<file path="src/hw/conv_pm_pkg.sv">
/*
  shared constants for the conversion and power-mode controller:
  timing, address layout, reset values and the controller states.
  assumes a 200 MHz core clock (5 ns period).
*/
package conv_pm_pkg;
  // core clock period and the two documented intervals
  localparam int CLK_NS     = 5;
  localparam int PWRUP_NS   = 4000;  // start-pin power-up interval
  localparam int PERIOD_US  = 400;   // autonomous conversion period
  // least time: round up so the power-up timer never ends early
  localparam int PWRUP_CYC  = (PWRUP_NS + CLK_NS - 1) / CLK_NS;
  // period figure, used as default of the top-level parameter
  localparam int PERIOD_CYC = (PERIOD_US * 1000) / CLK_NS;
  localparam int TMR_W      = 17;    // holds PERIOD_CYC (80000)
  // serial address: fixed upper nibble, user-set low three bits
  localparam logic [3:0] ADDR_HI  = 4'h9;
  localparam int         ADDR_LSB = 3;
  // result value after reset and result width
  localparam int          RES_W   = 10;
  localparam logic [9:0]  RES_RST = 10'h000;
  // controller states, gray along sleep -> powerup -> convert
  typedef enum logic [1:0] {
    ST_SLEEP = 2'h0,
    ST_PWRUP = 2'h1,
    ST_CONV  = 2'h3,
    ST_FAULT = 2'h2
  } state_t;
endpackage

</file>
<file path="src/hw/tmr_if.sv">
/*
  carrier between the controller and its down-counting timers.
  assumes both ends share the controller clock.
*/
interface tmr_if #(parameter int W = 17);
  logic         start;  // one-cycle load request
  logic [W-1:0] load;   // cycles until done rises
  logic         done;   // level: count has run out
  modport ctl (output start, output load, input done);
  modport tmr (input start, input load, output done);
endinterface

</file>
<file path="src/hw/cycle_timer.sv">
/*
  down-counting interval timer; done rises load cycles after start.
  assumes start is a single-cycle pulse from the same clock domain.
*/
module cycle_timer #(
  parameter int W = 17
) (
  input  wire logic i_clk,
  input  wire logic i_srst,
  tmr_if.tmr        t
);
  logic [W-1:0] cnt_ff;   // cycles still to run
  logic [W-1:0] nxt_cnt;

  // next count: load on start, else count down to zero
  always_comb begin
    nxt_cnt = cnt_ff;
    if (t.start) begin
      nxt_cnt = t.load;
    end else if (cnt_ff != '0) begin
      nxt_cnt = cnt_ff - 1'b1;
    end
  end

  // register only; reads as expired after reset
  always_ff @(posedge i_clk) begin
    if (i_srst) begin
      cnt_ff <= '0;
    end else begin
      cnt_ff <= nxt_cnt;
    end
  end

  // expiry is a level; no start term, which would loop back via caller
  assign t.done = (cnt_ff == '0);

  // restart always lands on the full load value
  a_timer_load_exact:
  assert property (@(posedge i_clk) disable iff (i_srst)
    t.start |=> (cnt_ff == $past(t.load)))
    else $error("timer did not load its interval");
endmodule

</file>
<file path="src/hw/conv_pm_ctrl.sv">
/*
  conversion scheduling and power-mode control of the sensor converter:
  autonomous, shutdown with wake-by-write, start-pin triggered, and the
  stuck state after a failed power-on reset.
  assumes the serial engine (same clock) gives one-cycle strobes for a
  wake write, read start and stop/repeated start, and the converter
  answers each start with a done strobe and its data.
*/
// Behaviour
// - shutdown bit set gives full power-down
// - wake write in shutdown runs one conversion
// - stored result stays readable while powered down
// - overlapping reads keep aborting, results invalid
// - secondary config msb selects pin mode
// - pin mode: only start pin starts conversions
// - pin rising edge starts 4 us power-up
// - long pulse: hold and convert on fall
// - short pulse: convert when 4 us timer ends
// - conversion end with pin low powers down
// - failed reset: no operation, result frozen
// - answer address 1001 plus three user bits
// - autonomous conversion every 400 us
// - read aborts conversion, restarts on stop
module conv_pm_ctrl #(
  parameter int PERIOD_CYC = conv_pm_pkg::PERIOD_CYC
) (
  input  wire logic       I_CLK,
  input  wire logic       I_SRST,
  input  wire logic       I_SHUTDOWN_BIT,
  input  wire logic       I_PIN_MODE,
  input  wire logic       I_CONVERSION_START_PIN,
  input  wire logic [2:0] I_ADDR_SEL,
  input  wire logic [6:0] I_SER_ADDR,
  input  wire logic       I_BUS_WRITE,
  input  wire logic       I_READ_START,
  input  wire logic       I_READ_END,
  input  wire logic       I_POR_FAIL,
  input  wire logic       I_DEFAULTS_LOADED,
  input  wire logic       I_CONV_DONE,
  input  wire logic [9:0] I_CONV_DATA,
  output logic            O_ADDR_MATCH,
  output logic            O_CONV_START,
  output logic            O_CONV_ABORT,
  output logic            O_HOLD,
  output logic            O_POWERED,
  output logic            O_FULL_PD,
  output logic            O_OPERATING,
  output logic            O_RESULT_INVALID,
  output logic [9:0]      O_TEMP_RESULT
);
  // two timers: autonomous period and start-pin power-up
  tmr_if #(.W(conv_pm_pkg::TMR_W)) per_t ();
  tmr_if #(.W(conv_pm_pkg::TMR_W)) pwr_t ();

  cycle_timer #(.W(conv_pm_pkg::TMR_W)) u_per_tmr (
    .i_clk  (I_CLK),
    .i_srst (I_SRST),
    .t      (per_t)
  );
  cycle_timer #(.W(conv_pm_pkg::TMR_W)) u_pwr_tmr (
    .i_clk  (I_CLK),
    .i_srst (I_SRST),
    .t      (pwr_t)
  );

  // pin and address straps come from outside: two flops each
  logic [3:0] sync1_ff;    // first stage, read by sync2_ff only
  logic [3:0] sync2_ff;    // {pin, addr[2:0]} settled
  logic       pin_d_ff;    // settled pin, one cycle older
  logic       pin_s;       // settled start-pin level
  logic       pin_rise;
  logic [2:0] addr_s;

  always_ff @(posedge I_CLK) begin
    if (I_SRST) begin
      sync1_ff <= 4'h0;
      sync2_ff <= 4'h0;
      pin_d_ff <= 1'b0;
    end else begin
      sync1_ff <= {I_CONVERSION_START_PIN, I_ADDR_SEL};
      sync2_ff <= sync1_ff;
      pin_d_ff <= sync2_ff[3];
    end
  end

  assign pin_s    = sync2_ff[3];
  assign addr_s   = sync2_ff[2:0];
  assign pin_rise = pin_s && !pin_d_ff;
  assign O_ADDR_MATCH =
    (I_SER_ADDR[6:conv_pm_pkg::ADDR_LSB] == conv_pm_pkg::ADDR_HI) &&
    (I_SER_ADDR[2:0] == addr_s);
  // controller state and its side flags
  conv_pm_pkg::state_t st_ff;
  conv_pm_pkg::state_t nxt_st;
  logic       arm_ff;      // first cycle after reset: catch strap
  logic       nxt_arm;
  logic       wake_ff;     // wake write pending in shutdown
  logic       nxt_wake;
  logic       rd_ff;       // read in progress in autonomous mode
  logic       nxt_rd;
  logic       inval_ff;    // last conversion aborted
  logic       nxt_inval;
  logic       start_ff;    // one-cycle converter start
  logic       nxt_start;
  logic       abort_ff;    // one-cycle converter abort
  logic       nxt_abort;
  logic [9:0] res_ff;      // stored result, always readable
  logic [9:0] nxt_res;
  logic       auto_mode;   // periodic conversions enabled
  logic       begin_conv;  // sleep -> convert this cycle
  // mode select: pin mode beats shutdown and periodic
  assign auto_mode = !I_PIN_MODE && !I_SHUTDOWN_BIT;
  // next-state logic for the whole controller
  always_comb begin
    nxt_st    = st_ff;
    nxt_arm   = 1'b0;
    nxt_wake  = wake_ff;
    nxt_rd    = rd_ff;
    nxt_inval = inval_ff;
    nxt_abort = 1'b0;
    nxt_res   = res_ff;
    begin_conv = 1'b0;
    // a wake write is remembered; set wins over the clear below
    if (I_BUS_WRITE && I_SHUTDOWN_BIT && !I_PIN_MODE) begin
      nxt_wake = 1'b1;
    end
    // reads bracket a transfer; restart waits for its stop
    if (I_READ_END) begin
      nxt_rd = 1'b0;
    end
    if (I_READ_START && auto_mode) begin
      nxt_rd = 1'b1;
    end
    case (st_ff)
      conv_pm_pkg::ST_SLEEP: begin
        if (I_PIN_MODE) begin
          // only a pin rise wakes the converter
          if (pin_rise) begin
            nxt_st = conv_pm_pkg::ST_PWRUP;
          end
        end else if (I_SHUTDOWN_BIT) begin
          // full power-down unless a wake is pending
          if (wake_ff) begin
            begin_conv = 1'b1;
          end
        end else if (rd_ff && I_READ_END) begin
          // restart on stop or repeated start
          begin_conv = 1'b1;
        end else if (per_t.done && !rd_ff) begin
          begin_conv = 1'b1;
        end
        if (begin_conv) begin
          nxt_st   = conv_pm_pkg::ST_CONV;
          nxt_wake = I_BUS_WRITE && I_SHUTDOWN_BIT && !I_PIN_MODE;
        end
      end
      conv_pm_pkg::ST_PWRUP: begin
        // hold waits for both timer and pin fall
        if (pwr_t.done && !pin_s) begin
          nxt_st = conv_pm_pkg::ST_CONV;
        end
      end
      conv_pm_pkg::ST_CONV: begin
        if (I_READ_START && auto_mode) begin
          // read aborts; old result is what is read
          nxt_st    = conv_pm_pkg::ST_SLEEP;
          nxt_abort = 1'b1;
          nxt_inval = 1'b1;
        end else if (I_CONV_DONE) begin
          // back to power-down after one result
          nxt_st    = conv_pm_pkg::ST_SLEEP;
          nxt_res   = I_CONV_DATA;
          nxt_inval = 1'b0;
        end
      end
      conv_pm_pkg::ST_FAULT: begin
        // stuck until the defaults are rewritten
        if (I_DEFAULTS_LOADED) begin
          nxt_st = conv_pm_pkg::ST_SLEEP;
        end
      end
      default: begin
        nxt_st = conv_pm_pkg::ST_SLEEP;
      end
    endcase
    // failed power-on reset caught right after release
    if (arm_ff && I_POR_FAIL) begin
      nxt_st = conv_pm_pkg::ST_FAULT;
      nxt_wake = 1'b0;
      nxt_rd = 1'b0;
    end
    nxt_start = (nxt_st == conv_pm_pkg::ST_CONV) &&
                (st_ff != conv_pm_pkg::ST_CONV);
  end

  // register stage for the controller
  always_ff @(posedge I_CLK) begin
    if (I_SRST) begin
      st_ff    <= conv_pm_pkg::ST_SLEEP;
      arm_ff   <= 1'b1;
      wake_ff  <= 1'b0;
      rd_ff    <= 1'b0;
      inval_ff <= 1'b0;
      start_ff <= 1'b0;
      abort_ff <= 1'b0;
      res_ff   <= conv_pm_pkg::RES_RST;
    end else begin
      st_ff    <= nxt_st;
      arm_ff   <= nxt_arm;
      wake_ff  <= nxt_wake;
      rd_ff    <= nxt_rd;
      inval_ff <= nxt_inval;
      start_ff <= nxt_start;
      abort_ff <= nxt_abort;
      res_ff   <= nxt_res;
    end
  end

  // start to start; one cycle of the period goes to restarting
  assign per_t.start = nxt_start;
  assign per_t.load  = conv_pm_pkg::TMR_W'(PERIOD_CYC - 1);
  // power-up interval rounded up to whole cycles
  assign pwr_t.start = (st_ff == conv_pm_pkg::ST_SLEEP) &&
                       (nxt_st == conv_pm_pkg::ST_PWRUP);
  assign pwr_t.load  = conv_pm_pkg::TMR_W'(conv_pm_pkg::PWRUP_CYC);
  // outputs; result is never gated by power state
  // result readable in any mode
  assign O_TEMP_RESULT    = res_ff;
  assign O_RESULT_INVALID = inval_ff;
  assign O_CONV_START     = start_ff;
  assign O_CONV_ABORT     = abort_ff;
  assign O_HOLD           = (st_ff == conv_pm_pkg::ST_CONV);
  assign O_POWERED        = (st_ff == conv_pm_pkg::ST_CONV) ||
                            (st_ff == conv_pm_pkg::ST_PWRUP);
  // full power-down while asleep in shutdown or pin mode; partial otherwise
  assign O_FULL_PD   = (st_ff == conv_pm_pkg::ST_SLEEP) &&
                       (I_SHUTDOWN_BIT || I_PIN_MODE);
  assign O_OPERATING = (st_ff != conv_pm_pkg::ST_FAULT);
  // checks on the controller
  a_shutdown_no_conv:
  assert property (@(posedge I_CLK) disable iff (I_SRST)
    (st_ff == conv_pm_pkg::ST_SLEEP && I_SHUTDOWN_BIT && !I_PIN_MODE
     && !wake_ff && !arm_ff) |=> !O_CONV_START)
    else $error("conversion started in shutdown without wake");

  a_wake_one_conv:
  assert property (@(posedge I_CLK) disable iff (I_SRST)
    (st_ff == conv_pm_pkg::ST_CONV && I_CONV_DONE && I_SHUTDOWN_BIT
     && !I_PIN_MODE && !I_READ_START && !arm_ff)
    |=> O_FULL_PD && !wake_ff)
    else $error("shutdown did not resume after wake conversion");

  a_pin_rise_pwrup:
  assert property (@(posedge I_CLK) disable iff (I_SRST)
    (st_ff == conv_pm_pkg::ST_SLEEP && I_PIN_MODE && pin_rise
     && !arm_ff) |=> O_POWERED && !O_HOLD)
    else $error("pin rise did not start power-up");

  a_pwrup_min_time:
  assert property (@(posedge I_CLK) disable iff (I_SRST)
    pwr_t.start |=> !O_HOLD [*8])
    else $error("hold entered before power-up interval");

  a_pin_high_waits:
  assert property (@(posedge I_CLK) disable iff (I_SRST)
    (st_ff == conv_pm_pkg::ST_PWRUP && pin_s && !arm_ff)
    |=> st_ff != conv_pm_pkg::ST_CONV)
    else $error("conversion began with start pin still high");

  a_pin_end_pd:
  assert property (@(posedge I_CLK) disable iff (I_SRST)
    (st_ff == conv_pm_pkg::ST_CONV && I_CONV_DONE && I_PIN_MODE
     && !pin_s && !arm_ff) |=> O_FULL_PD ##1 !O_CONV_START)
    else $error("no power-down after pin conversion");

  a_fault_frozen:
  assert property (@(posedge I_CLK) disable iff (I_SRST)
    (st_ff == conv_pm_pkg::ST_FAULT) |=> $stable(O_TEMP_RESULT)
    && !O_CONV_START)
    else $error("result moved while stuck after reset");

  a_read_aborts:
  assert property (@(posedge I_CLK) disable iff (I_SRST)
    (st_ff == conv_pm_pkg::ST_CONV && I_READ_START && auto_mode
     && !arm_ff) |=> O_CONV_ABORT && O_RESULT_INVALID
    && $stable(O_TEMP_RESULT))
    else $error("read did not abort conversion");

  a_addr_decode:
  assert property (@(posedge I_CLK) disable iff (I_SRST)
    O_ADDR_MATCH |-> I_SER_ADDR[6:3] == 4'h9)
    else $error("address outside 1001xxx accepted");
endmodule

</file>
<file path="config.mk">
export PLATFORM = sky130hd
export DESIGN_NAME = conv_pm_ctrl
export DESIGN_NICKNAME = d
export VERILOG_FILES = /design/src/hw/conv_pm_pkg.sv /design/src/hw/tmr_if.sv /design/src/hw/cycle_timer.sv /design/src/hw/conv_pm_ctrl.sv
export SDC_FILE = /design/constraint.sdc
export NUM_CORES = 1
export LEC_CHECK = 0
export ABC_AREA = 1
export BUFFER_PORTS_ARGS = -buffer_cell sky130_fd_sc_hd__buf_4
export CELL_PAD_IN_SITES_DETAIL_PLACEMENT = 0
export CELL_PAD_IN_SITES_GLOBAL_PLACEMENT = 1
export CORE_ASPECT_RATIO = 0.8
export CORE_MARGIN = 2
export CORE_UTILIZATION = 40
export DETAILED_ROUTE_END_ITERATION = 6
export PLACE_DENSITY = 0.84
export SYNTH_ARGS = -nofsm -noshare
export SYNTH_HDL_FRONTEND = slang
export SYNTH_SLANG_ARGS = --single-unit
</file>
<file path="constraint.sdc">
create_clock -name I_CLK -period 2.52 [get_ports I_CLK]
set_clock_uncertainty 0.2 [all_clocks]
set_input_delay 0.378 -clock I_CLK [delete_from_list [all_inputs] [get_ports I_CLK]]
set_output_delay 0.378 -clock I_CLK [all_outputs]
set_load 0.01 [all_outputs]
</file>
==> impl_metrics.yaml <==
run_status:
  status: "completed"
global_routing:
  met3_usage_pct: 5.69
  track_usage_pct: 16.3
  grt_busiest_layer: "met2"
  antenna_found_initial: 0
  grt_pass1_wl_mm: 10.3
  first_global_vias: 2359
  overflow: 0
  grt_max_degree: 24
  use_met2_pct: 24.6
  use_met1_pct: 22.3
finish:
  multi_input_area_um2: 1410
  final_cells: 539
  fill_cells: 687
  syn_to_final_growth_pct: 22.3
  regArea_um2: 1220
  nNetsFinal: 482
  diodes: 0
  final_util_pct: 50.7
  drive_gt1_share_pct: 21.9
floorplan:
  core-area_um2: 6890
  ioPinCount: 49
  die_w_um: 98.5
  start_util_pct: 41.5
  die_area_um2: 7840
  row_count: 27
  dieHeight_um: 79.6
min_path:
  hp-class: "in2reg"
synthesis:
  yosysWarnings: 0
  ys_seq_elements: 61
  synth_area_leader_cell: "dfxtp_1"
  synthFlopType: "dfxtp_1"
  synthArstFlopShare_pct: 0
  yosys-top-cells-area: "dfxtp_1, nor2_1, nand2_1, inv_1, xor2_1"
  synth_fa_ha_area_share_pct: 1.31
  synth.most_common_cell: "nor2_1"
  synth-xor-area-share_pct: 7.96
  synth_edf_count: 0
  synthTopCellsByCount: "nor2_1, dfxtp_1, nand2_1, inv_1, xor2_1"
  yosys.area_share.simple_pct: 34.9
  synth_area_per_cell_um2: 7.27
  synth_top_family_by_area: "simple AND/OR/NAND/NOR gates"
  synthCells: 393
  synth_top_area_share_pct: 42.7
  synth-compound-area-share_pct: 4.81
  synth_mux_area_share_pct: 0.350
  seq_area_frac_synth_pct: 42.7
  synth.distinct_cells: 30
  synthesis.area_um2: 2860
  synth_nets: 427
clock_tree:
  clk_latency_ps: 330
  clkTransAtPathRegs_ps: 60
  cts_root_buf: "clkbuf_8"
  clock_sinks: 61
  postCtsHoldBufs: 0
  cts_resized: 0
  htree_num_levels: 3
  cts_setup_buffers: 0
  cts_buffer_depth: 2
  cts_buffers: 9
  cts_tree: "yes"
timing:
  period_minus_slack_ps: 2110
  setup_viol: 0
  rsz0062_at_grt: "no"
  max_slew_margin_pct: 73.9
  worstMarginPinSlew_ps: 392
  maxSlewViolCount: 0
  finalSetupTns_ps: 0
  hold_viol_final: 0
  fmax_ghz: 0.474
  fin_crit_sh_pct: 83.7
pwr:
  powerDensity_nw_per_um2: 1120
  peakVddDrop_mv: 0.428
  total_power_mw: 3.91
  p_leak_nw: 1.73
critical_path:
  path_max_fanout: 14
  critPathCaptureType: "flop"
  worst-setup-path-type: "reg2reg"
  required_ps: 2530
  crit_arrival_ps: 2120
  start_kind: "flop"
routing:
  vias_per_cell: 4.59
  totalWireLength_mm: 5.86
  wl_per_cell_um: 10.9
  drt_iter0_drc: 112
  drc_errors: 0
  ant_nets: 0
  first_pass_iters: 4
  vias: 2474
flow_run:
  cap_violations: 0
placed_design:
  place_congestion: 0.867
  placed_cells: 524
  dpl.hpwl_mm: 4.38
  portBuffers: 48
==> through the flow <==
stage | setup WS, ps | area [um^2] | hold slack (ps)
floorplan | 591 | 2860 | 188
global placement | 466 | 3320 | 191
detailed placement | 406 | 3320 | 195
CTS | 396 | 3500 | 47.6
global route | 219 | 3500 | 61.7
finish | 412 | 3500 | 60.3
==> registers in the layout (all words and copies together), names as in the netlist <==
name	flops
u_per_tmr.cnt_ff	17
u_pwr_tmr.cnt_ff	17
sync2_ff	4
O_CONV_START	1
rd_ff	1
O_RESULT_INVALID	1
arm_ff	1
O_CONV_ABORT	1
st_ff	2
pin_d_ff	1
sync1_ff	4
wake_ff	1
O_TEMP_RESULT	10
==> per-layer routing <==
metal	wire length [um]	share of wire, %
met1	3080	52
met2	2430	41
met3	324	5.5
met4	35	0.60
met5	0	0
==> worst max-delay path, stage by stage (launching register included) <==
cell     delay, ps
dfxtp_1        310
inv_1           80
ha_1           250
nand2_1        130
nor2_4         140
nand3_2        100
nand2_2         80
nand2_2         60
nand3_2        100
nand3_2        100
o21ai_4        130
buf_4          250
nor2_1          70
==> area by class of cell <==
cell class                      instances  area share (%)
Multi-Input combinational cell        274            40.4
Sequential cell                        61            34.9
Timing Repair Buffer                   52            11.2
Inverter                               50            5.37
Clock buffer                           14            4.94
Tap cell                               87            3.11
Clock inverter                          1           0.143
==> cell usage in the layout, fill, tap and decap left out, drive strengths merged <==
cell	synthesis	routed
nand2	63	63
clkbuf	6	14
a21oi	5	5
nor4	2	2
nand3	15	15
buf	2	52
xor2	18	18
nor2	115	115
inv	49	49
a211oi	1	1
clkinv	1	2
mux2i	1	1
a21boi	1	1
ha	3	3
nand3b	2	2
or2	4	4
xnor2	8	8
dfxtp	61	61
nand4	10	10
o211ai	1	1
o21ai	15	15
nor3	10	10
==> cell families (layout without fill, tap and decap cells) <==
group,Yosys count,count (layout)
AO/OA/AOI/OAI,23,23
XOR/XNOR,26,26
adder cells (fa/ha/maj),3,3
buffers and inverters,58,117
flip-flops,61,61
multiplexers,1,1
AND/OR/NAND/NOR,221,221
==> where the power goes <==
part | switching, mW | internal [mW] | total [mW]
Clock | 0.345 | 0.432 | 0.777
Combinational | 1.05 | 0.710 | 1.76
Sequential | 0.180 | 1.19 | 1.37
Total | 1.58 | 2.33 | 3.91
==> final timing paths <==
path / startpoint / to / slack (ps) / depth (start not counted)
worst min register to register: sync1_ff[0] / sync2_ff[0] / 200 / 2
worst max-delay path: u_per_tmr.cnt_ff[0] / u_pwr_tmr.cnt_ff[13] / 410 / 12
worst max register to register: u_per_tmr.cnt_ff[0] / u_pwr_tmr.cnt_ff[13] / 410 / 12
worst min-delay path: I_ADDR_SEL[2] / sync1_ff[2] / 60 / 3
No activity file was read; power rests on OpenSTA's default activity.
